`src/verilog/rtcpt_pkg.sv`:
```
package rtcpt_pkg;
    localparam int ADDR_W = 5;
    localparam int DATA_W = 8;
    localparam int CNT_W = 16;
    localparam int PRE_W = 15;
    localparam int PSC_W = 4;
    localparam int SRC_N = 4;
    localparam int SRC_W = 2;
    localparam int EVT_N = 8;
    localparam int EVT_LO_BIT = 5;
    localparam int BUSY_N = 5;

    localparam logic [4:0] OFS_CTRL = 5'h00;
    localparam logic [4:0] OFS_STATUS = 5'h01;
    localparam logic [4:0] OFS_IRQ_EN = 5'h02;
    localparam logic [4:0] OFS_IRQ_FLAG = 5'h03;
    localparam logic [4:0] OFS_TEMP = 5'h04;
    localparam logic [4:0] OFS_SRC = 5'h07;
    localparam logic [4:0] OFS_CNT_L = 5'h08;
    localparam logic [4:0] OFS_CNT_H = 5'h09;
    localparam logic [4:0] OFS_WRAP_L = 5'h0A;
    localparam logic [4:0] OFS_WRAP_H = 5'h0B;
    localparam logic [4:0] OFS_CMP_L = 5'h0C;
    localparam logic [4:0] OFS_CMP_H = 5'h0D;
    localparam logic [4:0] OFS_PCTRL = 5'h10;
    localparam logic [4:0] OFS_PSTAT = 5'h11;
    localparam logic [4:0] OFS_PIRQ_EN = 5'h12;
    localparam logic [4:0] OFS_PIRQ_FLAG = 5'h13;

    localparam int EN_BIT = 0;
    localparam int PSC_LSB = 3;
    localparam int STBY_BIT = 7;
    localparam int WRAP_BIT = 0;
    localparam int CMP_BIT = 1;
    localparam int B_CTRL = 0;
    localparam int B_CNT = 1;
    localparam int B_WRAP = 2;
    localparam int B_CMP = 3;
    localparam int B_PCTRL = 4;

    localparam logic [1:0] SYNC_TICKS = 2'h2;
    localparam logic [3:0] PIT_PER_MIN = 4'h1;
    localparam logic [3:0] PIT_PER_MAX = 4'hE;
    localparam logic [7:0] CTRL_RST = 8'h00;
    localparam logic [15:0] WRAP_RST = 16'hFFFF;
    localparam logic [15:0] CMP_RST = 16'h0000;
endpackage

```
`src/verilog/rtcpt_top.sv`:
```
`timescale 1ns/1ps
`default_nettype none
module rtcpt_top
    import rtcpt_pkg::*;
(
    input wire logic clk_sys_i,
    input wire logic reset_i,
    input wire logic [SRC_N-1:0] clk_src_i,
    input wire logic sleep_standby_i,
    input wire logic [ADDR_W-1:0] addr_i,
    input wire logic [DATA_W-1:0] wdata_i,
    input wire logic wr_i,
    input wire logic rd_i,
    output logic [DATA_W-1:0] rdata_o,
    output logic irq_rtc_o,
    output logic irq_pit_o,
    output logic wrap_evt_o,
    output logic cmp_evt_o,
    output logic pit_out_o,
    output logic [EVT_N-1:0] evt_lvl_o
);
    ////////////////////////////////////////////////////////////////////////
    // declarations
    logic [SRC_N-1:0] src_sync;
    logic clk_lvl_r, clk_lvl_nxt, tick;
    logic [SRC_W-1:0] src_sel_r, src_sel_nxt;
    logic [DATA_W-1:0] ctrl_r, ctrl_nxt;
    logic [DATA_W-1:0] pctrl_r, pctrl_nxt;
    logic [DATA_W-1:0] ctrl_app_r, ctrl_app_nxt;
    logic [DATA_W-1:0] pctrl_app_r, pctrl_app_nxt;
    logic [CNT_W-1:0] wrap_r, wrap_nxt, wrap_app_r, wrap_app_nxt;
    logic [CNT_W-1:0] cmp_r, cmp_nxt, cmp_app_r, cmp_app_nxt;
    logic [CNT_W-1:0] cnt_wr_r, cnt_wr_nxt;
    logic [DATA_W-1:0] temp_r, temp_nxt;
    logic [1:0] irq_en_r, irq_en_nxt, flag_r, flag_nxt;
    logic pirq_en_r, pirq_en_nxt, pflag_r, pflag_nxt;
    logic [1:0] busy_r [BUSY_N], busy_nxt [BUSY_N];
    logic [BUSY_N-1:0] apply;
    logic load_r, load_nxt;
    logic [DATA_W-1:0] rdata_nxt;
    logic irq_rtc_nxt, irq_pit_nxt;
    logic [CNT_W-1:0] cnt_val;
    logic wrap_hit, cmp_hit, pit_hit;
    logic core_wrap_evt, core_cmp_evt, core_pit_out;
    logic [EVT_N-1:0] core_evt;

    function automatic logic is_busy(input logic [1:0] b);
        return b != 2'h0;
    endfunction

    ////////////////////////////////////////////////////////////////////////
    // timekeeping clock select and edge detect
    rtcpt_sync #(.W(SRC_N)) u_sync (
        .clk_sys_i(clk_sys_i),
        .reset_i(reset_i),
        .d_i(clk_src_i),
        .q_o(src_sync)
    );

    always_comb begin
        clk_lvl_nxt = src_sync[src_sel_r];
        tick = clk_lvl_nxt && !clk_lvl_r;
    end

    ////////////////////////////////////////////////////////////////////////
    // shared counter core
    rtcpt_core u_core (
        .clk_sys_i(clk_sys_i),
        .reset_i(reset_i),
        .tick_i(tick),
        .rtc_en_i(ctrl_app_r[EN_BIT]),
        .pit_en_i(pctrl_app_r[EN_BIT]),
        .run_i(!sleep_standby_i || ctrl_app_r[STBY_BIT]),
        .psc_i(ctrl_app_r[PSC_LSB +: PSC_W]),
        .period_i(pctrl_app_r[PSC_LSB +: PSC_W]),
        .wrap_i(wrap_app_r),
        .cmp_i(cmp_app_r),
        .load_i(load_r),
        .load_val_i(cnt_wr_r),
        .cnt_o(cnt_val),
        .wrap_evt_o(core_wrap_evt),
        .cmp_evt_o(core_cmp_evt),
        .wrap_hit_o(wrap_hit),
        .cmp_hit_o(cmp_hit),
        .pit_hit_o(pit_hit),
        .pit_out_o(core_pit_out),
        .evt_lvl_o(core_evt)
    );

    ////////////////////////////////////////////////////////////////////////
    // register writes, sync busy and apply
    always_comb begin
        src_sel_nxt = src_sel_r;
        ctrl_nxt = ctrl_r;
        pctrl_nxt = pctrl_r;
        wrap_nxt = wrap_r;
        cmp_nxt = cmp_r;
        cnt_wr_nxt = cnt_wr_r;
        temp_nxt = temp_r;
        irq_en_nxt = irq_en_r;
        pirq_en_nxt = pirq_en_r;
        flag_nxt = flag_r;
        pflag_nxt = pflag_r;
        for (int i = 0; i < BUSY_N; i++) begin
            apply[i] = tick && (busy_r[i] == 2'h1);
            busy_nxt[i] = (tick && is_busy(busy_r[i])) ? busy_r[i] - 2'h1 : busy_r[i];
        end
        if (wr_i) begin
            unique case (addr_i)
                OFS_CTRL: begin
                    ctrl_nxt = wdata_i;
                    busy_nxt[B_CTRL] = SYNC_TICKS;
                end
                OFS_IRQ_EN: begin
                    irq_en_nxt = wdata_i[1:0];
                end
                OFS_IRQ_FLAG: begin
                    flag_nxt = flag_r & ~wdata_i[1:0];
                end
                OFS_TEMP: begin
                    temp_nxt = wdata_i;
                end
                OFS_SRC: begin
                    src_sel_nxt = wdata_i[SRC_W-1:0];
                end
                OFS_CNT_L, OFS_WRAP_L, OFS_CMP_L: begin
                    temp_nxt = wdata_i;
                end
                OFS_CNT_H: begin
                    cnt_wr_nxt = {wdata_i, temp_r};
                    busy_nxt[B_CNT] = SYNC_TICKS;
                end
                OFS_WRAP_H: begin
                    wrap_nxt = {wdata_i, temp_r};
                    busy_nxt[B_WRAP] = SYNC_TICKS;
                end
                OFS_CMP_H: begin
                    cmp_nxt = {wdata_i, temp_r};
                    busy_nxt[B_CMP] = SYNC_TICKS;
                end
                OFS_PCTRL: begin
                    pctrl_nxt = wdata_i;
                    busy_nxt[B_PCTRL] = SYNC_TICKS;
                end
                OFS_PIRQ_EN: begin
                    pirq_en_nxt = wdata_i[0];
                end
                OFS_PIRQ_FLAG: begin
                    pflag_nxt = pflag_r & ~wdata_i[0];
                end
                default: begin
                end
            endcase
        end
        if (rd_i && (addr_i == OFS_CNT_L)) begin
            temp_nxt = cnt_val[CNT_W-1:DATA_W];
        end
        if (rd_i && (addr_i == OFS_WRAP_L)) begin
            temp_nxt = wrap_r[CNT_W-1:DATA_W];
        end
        if (rd_i && (addr_i == OFS_CMP_L)) begin
            temp_nxt = cmp_r[CNT_W-1:DATA_W];
        end
        // hardware set wins over a clear in the same cycle
        flag_nxt[WRAP_BIT] = flag_nxt[WRAP_BIT] | wrap_hit;
        flag_nxt[CMP_BIT] = flag_nxt[CMP_BIT] | cmp_hit;
        pflag_nxt = pflag_nxt | pit_hit;
        irq_rtc_nxt = |(flag_nxt & irq_en_nxt);
        irq_pit_nxt = pflag_nxt && pirq_en_nxt;
    end

    always_comb begin
        ctrl_app_nxt = apply[B_CTRL] ? ctrl_r : ctrl_app_r;
        pctrl_app_nxt = apply[B_PCTRL] ? pctrl_r : pctrl_app_r;
        wrap_app_nxt = apply[B_WRAP] ? wrap_r : wrap_app_r;
        cmp_app_nxt = apply[B_CMP] ? cmp_r : cmp_app_r;
        load_nxt = apply[B_CNT];
    end

    ////////////////////////////////////////////////////////////////////////
    // read decode
    always_comb begin
        rdata_nxt = '0;
        if (rd_i) begin
            unique case (addr_i)
                OFS_CTRL: rdata_nxt = ctrl_r;
                OFS_STATUS: rdata_nxt = {4'h0, is_busy(busy_r[B_CMP]),
                    is_busy(busy_r[B_WRAP]), is_busy(busy_r[B_CNT]),
                    is_busy(busy_r[B_CTRL])};
                OFS_IRQ_EN: rdata_nxt = {6'h00, irq_en_r};
                OFS_IRQ_FLAG: rdata_nxt = {6'h00, flag_r};
                OFS_TEMP: rdata_nxt = temp_r;
                OFS_SRC: rdata_nxt = {6'h00, src_sel_r};
                OFS_CNT_L: rdata_nxt = cnt_val[DATA_W-1:0];
                OFS_WRAP_L: rdata_nxt = wrap_r[DATA_W-1:0];
                OFS_CMP_L: rdata_nxt = cmp_r[DATA_W-1:0];
                OFS_CNT_H, OFS_WRAP_H, OFS_CMP_H: rdata_nxt = temp_r;
                OFS_PCTRL: rdata_nxt = pctrl_r;
                OFS_PSTAT: rdata_nxt = {7'h00, is_busy(busy_r[B_PCTRL])};
                OFS_PIRQ_EN: rdata_nxt = {7'h00, pirq_en_r};
                OFS_PIRQ_FLAG: rdata_nxt = {7'h00, pflag_r};
                default: rdata_nxt = '0;
            endcase
        end
    end

    ////////////////////////////////////////////////////////////////////////
    // state registers
    always_ff @(posedge clk_sys_i or posedge reset_i) begin
        if (reset_i) begin
            clk_lvl_r <= 1'b0;
            src_sel_r <= '0;
            ctrl_r <= CTRL_RST;
            pctrl_r <= CTRL_RST;
            ctrl_app_r <= CTRL_RST;
            pctrl_app_r <= CTRL_RST;
            wrap_r <= WRAP_RST;
            wrap_app_r <= WRAP_RST;
            cmp_r <= CMP_RST;
            cmp_app_r <= CMP_RST;
            cnt_wr_r <= '0;
            temp_r <= '0;
            irq_en_r <= '0;
            pirq_en_r <= 1'b0;
            flag_r <= '0;
            pflag_r <= 1'b0;
            for (int i = 0; i < BUSY_N; i++) begin
                busy_r[i] <= 2'h0;
            end
            load_r <= 1'b0;
            rdata_o <= '0;
            irq_rtc_o <= 1'b0;
            irq_pit_o <= 1'b0;
            wrap_evt_o <= 1'b0;
            cmp_evt_o <= 1'b0;
            pit_out_o <= 1'b0;
            evt_lvl_o <= '0;
        end else begin
            clk_lvl_r <= clk_lvl_nxt;
            src_sel_r <= src_sel_nxt;
            ctrl_r <= ctrl_nxt;
            pctrl_r <= pctrl_nxt;
            ctrl_app_r <= ctrl_app_nxt;
            pctrl_app_r <= pctrl_app_nxt;
            wrap_r <= wrap_nxt;
            wrap_app_r <= wrap_app_nxt;
            cmp_r <= cmp_nxt;
            cmp_app_r <= cmp_app_nxt;
            cnt_wr_r <= cnt_wr_nxt;
            temp_r <= temp_nxt;
            irq_en_r <= irq_en_nxt;
            pirq_en_r <= pirq_en_nxt;
            flag_r <= flag_nxt;
            pflag_r <= pflag_nxt;
            for (int i = 0; i < BUSY_N; i++) begin
                busy_r[i] <= busy_nxt[i];
            end
            load_r <= load_nxt;
            rdata_o <= rdata_nxt;
            irq_rtc_o <= irq_rtc_nxt;
            irq_pit_o <= irq_pit_nxt;
            wrap_evt_o <= core_wrap_evt;
            cmp_evt_o <= core_cmp_evt;
            pit_out_o <= core_pit_out;
            evt_lvl_o <= core_evt;
        end
    end
endmodule
`default_nettype wire

```
`src/verilog/rtcpt_sync.sv`:
```
`timescale 1ns/1ps
`default_nettype none
module rtcpt_sync #(
    parameter int W = 4
) (
    input wire logic clk_sys_i,
    input wire logic reset_i,
    input wire logic [W-1:0] d_i,
    output logic [W-1:0] q_o
);
    logic [W-1:0] meta_r;

    always_ff @(posedge clk_sys_i or posedge reset_i) begin
        if (reset_i) begin
            meta_r <= '0;
            q_o <= '0;
        end else begin
            meta_r <= d_i;
            q_o <= meta_r;
        end
    end
endmodule
`default_nettype wire

```
`src/verilog/rtcpt_core.sv`:
```
`timescale 1ns/1ps
`default_nettype none
module rtcpt_core
    import rtcpt_pkg::*;
(
    input wire logic clk_sys_i,
    input wire logic reset_i,
    input wire logic tick_i,
    input wire logic rtc_en_i,
    input wire logic pit_en_i,
    input wire logic run_i,
    input wire logic [PSC_W-1:0] psc_i,
    input wire logic [3:0] period_i,
    input wire logic [CNT_W-1:0] wrap_i,
    input wire logic [CNT_W-1:0] cmp_i,
    input wire logic load_i,
    input wire logic [CNT_W-1:0] load_val_i,
    output logic [CNT_W-1:0] cnt_o,
    output logic wrap_evt_o,
    output logic cmp_evt_o,
    output logic wrap_hit_o,
    output logic cmp_hit_o,
    output logic pit_hit_o,
    output logic pit_out_o,
    output logic [EVT_N-1:0] evt_lvl_o
);
    logic [PRE_W-1:0] pre_r, pre_nxt;
    logic [CNT_W-1:0] cnt_nxt;
    logic wrap_evt_nxt, cmp_evt_nxt, wrap_hit_nxt, cmp_hit_nxt;
    logic pit_nxt, pit_hit_nxt;
    logic [EVT_N-1:0] evt_nxt;
    logic pre_run, cnt_tick, at_wrap, at_cmp;

    function automatic logic [PRE_W-1:0] psc_mask(input logic [PSC_W-1:0] psc);
        logic [PRE_W-1:0] m;
        m = '0;
        for (int i = 0; i < PRE_W; i++) begin
            if (i < int'(psc)) begin
                m[i] = 1'b1;
            end
        end
        return m;
    endfunction

    always_comb begin
        pre_run = rtc_en_i | pit_en_i;
        pre_nxt = (pre_run && tick_i) ? pre_r + 1'b1 : pre_r;
        cnt_tick = tick_i && rtc_en_i && run_i
            && ((pre_r & psc_mask(psc_i)) == psc_mask(psc_i));
        at_wrap = cnt_tick && (cnt_o == wrap_i);
        at_cmp = cnt_tick && (cnt_o == cmp_i);
        cnt_nxt = cnt_o;
        if (load_i) begin
            cnt_nxt = load_val_i;
        end else if (at_wrap) begin
            cnt_nxt = '0;
        end else if (cnt_tick) begin
            cnt_nxt = cnt_o + 1'b1;
        end
        wrap_hit_nxt = at_wrap;
        cmp_hit_nxt = at_cmp;
        wrap_evt_nxt = tick_i ? at_wrap : wrap_evt_o;
        cmp_evt_nxt = tick_i ? at_cmp : cmp_evt_o;
        pit_nxt = pit_en_i && (period_i >= PIT_PER_MIN) && (period_i <= PIT_PER_MAX)
            && pre_r[period_i];
        pit_hit_nxt = pit_nxt && !pit_out_o;
        evt_nxt = pre_r[EVT_LO_BIT +: EVT_N];
    end

    always_ff @(posedge clk_sys_i or posedge reset_i) begin
        if (reset_i) begin
            pre_r <= '0;
            cnt_o <= '0;
            wrap_evt_o <= 1'b0;
            cmp_evt_o <= 1'b0;
            wrap_hit_o <= 1'b0;
            cmp_hit_o <= 1'b0;
            pit_out_o <= 1'b0;
            pit_hit_o <= 1'b0;
            evt_lvl_o <= '0;
        end else begin
            pre_r <= pre_nxt;
            cnt_o <= cnt_nxt;
            wrap_evt_o <= wrap_evt_nxt;
            cmp_evt_o <= cmp_evt_nxt;
            wrap_hit_o <= wrap_hit_nxt;
            cmp_hit_o <= cmp_hit_nxt;
            pit_out_o <= pit_nxt;
            pit_hit_o <= pit_hit_nxt;
            evt_lvl_o <= evt_nxt;
        end
    end
endmodule
`default_nettype wire

```
`config.mk`:
```
export PLATFORM = sky130hd
export DESIGN_NAME = rtcpt_top
export DESIGN_NICKNAME = d
export VERILOG_FILES = /design/src/verilog/rtcpt_pkg.sv /design/src/verilog/rtcpt_top.sv /design/src/verilog/rtcpt_sync.sv /design/src/verilog/rtcpt_core.sv
export SDC_FILE = /design/constraint.sdc
export NUM_CORES = 1
export LEC_CHECK = 0
export BUFFER_PORTS_ARGS = -buffer_cell sky130_fd_sc_hd__buf_2
export CAP_MARGIN = 20
export CORE_MARGIN = 2
export CORE_UTILIZATION = 55
export CTS_CLUSTER_DIAMETER = 150
export CTS_CLUSTER_SIZE = 10
export DETAILED_ROUTE_END_ITERATION = 8
export GPL_ROUTABILITY_DRIVEN = 0
export PLACE_DENSITY = 0.72
export SYNTH_ARGS = -nofsm -noshare
export SYNTH_HDL_FRONTEND = slang
export SYNTH_SLANG_ARGS = --single-unit
```
`constraint.sdc`:
```
create_clock -name clk_sys_i -period 13.6 [get_ports clk_sys_i]
set_input_delay 0 -clock clk_sys_i [delete_from_list [all_inputs] [get_ports clk_sys_i]]
set_output_delay 0 -clock clk_sys_i [all_outputs]
set_load 0.05 [all_outputs]
```
-- Word-level counts from Yosys, hierarchy flattened
Cells that the tools add are included.
- add/sub/neg operators: 7
- multiply operators: 0
- divide/modulo/power cells: 0
- magnitude comparators: 19
- eq/ne operators: 23
- shift-type cells: 0
- muxes and demuxes: 48
- bitwise operators: 10
- reduce and logical (&&, ||, !) cells: 48
- operators with widths (kind ; count):
    $pmux W8 S13 ; 1
    $mux W16 ; 3
    $mux W8 ; 6
    $eq A16 B16 Y1 ; 2
    $eq A5 B4 Y1 const B ; 6
    $lt A4 B4 Y1 const A ; 7
    $mux W2 ; 14
    $logic_and A1 B1 Y1 ; 25
    $mux W1 ; 21
    $eq A5 B5 Y1 const B ; 4
    $add A16 B1 Y16 const B ; 1
    $lt A3 B4 Y1 const A ; 4
    $add A15 B1 Y15 const B ; 1
    $and A15 B15 Y15 ; 1
    $eq A15 B15 Y1 ; 1
    $reduce_and A2 Y1 ; 7
    $eq A2 B1 Y1 const B ; 5
    $eq A5 B2 Y1 const B ; 2
    $eq A5 B3 Y1 const B ; 2
    $mux W10 ; 1
    $reduce_bool A2 Y1 ; 5
    $sub A2 B1 Y2 const B ; 5
    $lt A1 B4 Y1 const A ; 2
    $lt A2 B4 Y1 const A ; 2
    19 further kinds ; 27
- register bits: 213
- latch bits: 0
- bits in writable memories: 0
- ROM bits: 0
- word-level logic and storage cells: 195
- memories: 0

-- Depth between registers and ports, before layout
- word-level depth: 9
- depth in mapped cells: 9

-- Hierarchy
Synthesis repeated with hierarchy kept, for this count alone.
- cells, all modules: 822
- area, all modules: 10033.4 um^2
- modules (own cells, without submodules) (module ; times used ; cells an instance ; area an instance (um^2)):
    rtcpt_top ; 1 ; 513 ; 6932.9
    rtcpt_core ; 1 ; 300 ; 2896.5
    rtcpt_sync ; 1 ; 9 ; 203.9

-- Least setup slack after synthesis
Ideal clock, no wire load.
- path type: flip-flop to flip-flop
- from: register u_core.cnt_o[4]
- to: register u_core.cnt_o[0]
- arrival: 1.831 ns
- required time: 13.454 ns
- setup slack: 11.624 ns
- stages on the path, launching flop included: 10
- period minus slack after synthesis: 1.976 ns
- cell sequence: dfrtp_1 > clkbuf_1 > xnor2_1 > nand4_1 > nor4_2 > buf_2 > buf_2 > nor3_1 > nand3_1 > o311ai_0
- word-level cells in the longest chain between the ends: 4
- elaborated cells on any way between the ends: 5
- classes of those cells: 1 x eq/ne; 2 x mux; 2 x reduce/logical
- RTL lines (element ; RTL line ; source):
    start, declared ; rtcpt_core.sv:18 ; output logic [CNT_W-1:0] cnt_o,
    start signal, assigned ; rtcpt_core.sv:83 ; cnt_o <= cnt_nxt;
    $eq A16 B16 Y1 * ; rtcpt_core.sv:50 ; at_wrap = cnt_tick && (cnt_o == wrap_i);
    $logic_and A1 B1 Y1 * ; rtcpt_core.sv:50 ;
    $mux W16 ; rtcpt_core.sv:55 ; end else if (at_wrap) begin
    $mux W16 ; rtcpt_core.sv:53 ; if (load_i) begin
Mark *: on every way between the ends. The rest lies on a longest branch, timed or not.
A chain may end at the register's enable or synchronous reset.

-- Worst setup path in the final report
- from: register u_core.cnt_o[10]
- to: register u_core.cnt_o[9]
The elaborated chain is that of the path after synthesis.

==> impl_metrics.py <==
metrics = {
    "timing": {
        "setup_viol": 0,
        "slew_headroom": 0.260,
        "worstMarginPinSlew_ns": 1.10,
        "setup_slack_ns": 10.92,
        "post-route-min-period_ns": 2.68,
        "slew_violations": 0,
        "clock_skew_ns": 0.0129,
        "rsz0062_at_grt": "false",
        "max_freq_ghz": 0.373,
        "tns_ns": 0,
        "hold_viol": 0,
        "period_share": 0.197,
    },
    "synthesis": {
        "ys_top_cells_by_count": "177 x dfrtp_1, 114 x mux2_2, 68 x nand2_1, 41 x clkbuf_1, 34 x nor2_1",
        "synthMostInstantiatedCell": "dfrtp_1",
        "yosys_warnings": 0,
        "ys_top_cells_by_area": "dfrtp_1 45%, mux2_2 13%, dfstp_2 8.6%",
        "ys_seq_elements": 209,
        "synth.top_cell.area_share": 0.451,
        "synth_edf_count": 0,
        "synth_compound_area_frac": 0.0920,
        "yosys.area_share.simple": 0.125,
        "synth-adder-area-share": 0.0153,
        "ys_seq_area_frac": 0.536,
        "synth_top_family_by_area": "multiplexers",
        "yosysUniqueCellTypes": 63,
        "netlist_area_um2": 9820,
        "syn_inst": 854,
        "syn_nets": 888,
        "muxShareOfSynthArea": 0.155,
        "synthArstFlopShare": 1.00,
        "synth_xor_area_frac": 0.0455,
        "yosys.area.top_type": "dfrtp_1",
        "synth_ff_type": "dfrtp_1",
        "syn_avg_cell_area_um2": 11.5,
    },
    "cells_and_area": {
        "drive_above_1_share": 0.260,
        "regArea_um2": 5270,
        "nets": 926,
        "syn_to_final_growth_pct": 12.3,
        "diodes": 0,
        "post-route-cell-area_um2": 11000,
        "multi_input_area_um2": 4260,
        "fillers": 1295,
        "utilization": 0.635,
    },
    "die": {
        "die_h_um": 138,
        "die_x_um": 138,
        "rows": 48,
        "die-area_um2": 18900,
        "initial_core_util": 0.566,
        "ioPinCount": 43,
        "core_um2": 17400,
    },
    "clocking": {
        "clk_latency_ns": 0.51,
        "cts_buffers": 24,
        "htree_levels": 1,
        "ctsRootBufferMaster": "clkbuf_16",
        "cts_setup_buffers": 0,
        "tritoncts": "yes",
        "clockBufferDepth": 3,
        "clkTransAtPathRegs_ns": 0.06,
        "cts_num_sinks": 209,
    },
    "global_route": {
        "grt_max_degree": 140,
        "grt_pass1_wl_mm": 38.4,
        "track_usage": 0.266,
        "antenna_found_initial": 0,
        "grt.overflow.total": 0,
        "grt_pass1_vias": 6942,
    },
    "setup_path": {
        "critPathLaunchType": "register",
        "cp_slowest_cell": "nor4_4",
        "cp.arrival_ns": 3.07,
        "required_ns": 13.98,
        "slowest_delay_ns": 0.74,
        "cp-end-kind": "register",
        "crit_chain": "xnor2_1, nand4_1, nor4_4, buf_4, nor2_1, o311ai_0, nand3_1",
        "crit_path_max_fanout": 17,
        "criticalPathCategory": "register to register",
    },
    "drt": {
        "drc_errors": 0,
        "ant_nets": 0,
        "avgViaCountPerCell": 6.26,
        "vias": 7100,
        "routedWlPerCell_um": 21.5,
        "dr.pass1.iters": 7,
        "drt_iter0_drc": 632,
        "totalWireLength_mm": 24.3,
    },
    "power_and_ir_drop": {
        "power.internal_mw": 1.38,
        "p_sw_uw": 685,
        "ir_worst_vdd_mv": 0.115,
        "pwr-share-comb": 0.243,
        "p_per_area_nw_per_um2": 187,
        "p_seq_frac": 0.475,
        "power.leakage_nw": 4.96,
        "switching_share": 0.332,
        "clock_power_share": 0.282,
    },
    "placed_design": {
        "dpl_cell_area_um2": 10200,
        "portBuffers": 42,
        "dpl.hpwl_mm": 16.5,
        "pre_cts_ws_ns": 11.03,
    },
    "flow_run": {
        "maxCapViolCount": 0,
    },
    "min_path": {
        "hp-class": "input pin to register",
    },
    "status": {
        "status": "finished clean",
    },
}
## final timing paths
check                             endpoint  cells past startpoint  slack [ns]        startpoint
setup reg to reg           u_core.cnt_o[9]                      7       10.92  u_core.cnt_o[10]
hold / removal                  rdata_o[0]                      4        0.03         addr_i[2]
max in group asynchronous    u_sync.q_o[1]                      4       11.97           reset_i
setup / recovery           u_core.cnt_o[9]                      7       10.92  u_core.cnt_o[10]
min in group asynchronous     cnt_wr_r[13]                      3        0.23           reset_i
hold reg to reg              u_sync.q_o[2]                      0        0.34  u_sync.meta_r[2]
## layout make-up
class	instances	share of cell area
inverter	28	0.0102
timing repair buffer	63	0.0370
clock buffer	44	0.0632
tap	225	0.0255
sequential	209	0.478
multi-input combinational	566	0.386
## metrics by stage
step | power [mW] | cells | hold slack [ns]
final | 2.06 | 1135 | 0.0286
after floorplan | 1.31 | 854 | 0.0314
after detailed placement | 1.47 | 1075 | 0.112
after global routing | 2.17 | 1135 | 0.0372
after CTS | 2.06 | 1135 | 0.00549
after global placement | 1.44 | 1075 | 0.109
## worst max-delay path, delay by kind of cell, from the launching register on
family,cells,cell delay (ns)
AND/OR/NAND/NOR,4,1.12
flip-flops,1,0.50
AO/OA/AOI/OAI,1,0.35
buffers and inverters,1,0.34
XOR/XNOR,1,0.24
## layout by cell type, fill, tap and decap left out, types with 4 or more instances in the layout
cell type | synthesis | layout
dfrtp_1 | 177 | 177
mux2_2 | 114 | 114
nand2_1 | 68 | 68
buf_2 | 9 | 42
nor2_1 | 34 | 34
dfstp_2 | 32 | 32
nand3_1 | 30 | 30
o21ai_0 | 30 | 30
a21oi_1 | 30 | 30
xnor2_1 | 27 | 27
inv_1 | 28 | 27
clkbuf_16 | 0 | 25
xor2_1 | 24 | 24
mux2i_1 | 20 | 20
clkbuf_1 | 41 | 19
dlygate4sd3_1 | 0 | 16
nor2b_1 | 15 | 15
nor4_1 | 15 | 15
o311ai_0 | 13 | 13
ha_1 | 12 | 12
nand4_1 | 11 | 11
nor3_1 | 9 | 9
a221oi_1 | 7 | 7
and2_1 | 7 | 7
and3_1 | 6 | 6
nand2b_1 | 6 | 6
a31oi_1 | 6 | 6
a22oi_1 | 6 | 6
a21o_1 | 6 | 6
or2_2 | 5 | 5
nor4b_1 | 5 | 5
buf_4 | 0 | 5
or3_1 | 4 | 4
a32oi_1 | 4 | 4
## kinds of logic after synthesis
group | after synthesis
fa+ha+maj | 12
mux | 136
xor+xnor | 51
simple gates | 232
compound gates | 135
flops | 209
buf+inv | 79
## what timing repair did
item	4_1_cts	5_1_grt
hold buffers	16	0
setup endpoints to repair	0	0
gates resized for setup	0	0
endpoints found under the hold margin	161	0
## power groups by stage
stage	Sequential [mW]	Combinational, mW	Clock, mW
after floorplan	0.895	0.411	0
after global placement	0.967	0.472	0
after detailed placement	0.981	0.491	0
after CTS	0.972	0.500	0.588
after global routing	0.997	0.552	0.618
final	0.979	0.502	0.581
## registers in the layout, indices dropped and copies added (netlist names), 10 cells and up
register      cells
busy_r           10
u_core.cnt_o     16
wrap_r           16
wrap_app_r       16
u_core.pre_r     15
cmp_r            16
cmp_app_r        16
cnt_wr_r         16
## per-layer routing
metal  global-route usage  share of wire  vias to the layer above
met2                0.418           0.46                      331
met1                0.376           0.42                     3570
met5                    0              0                        -
li1                     -              -                     3140
met3               0.0504          0.087                       59
met4               0.0859          0.028                        0
(Power assumes the default switching activity.)
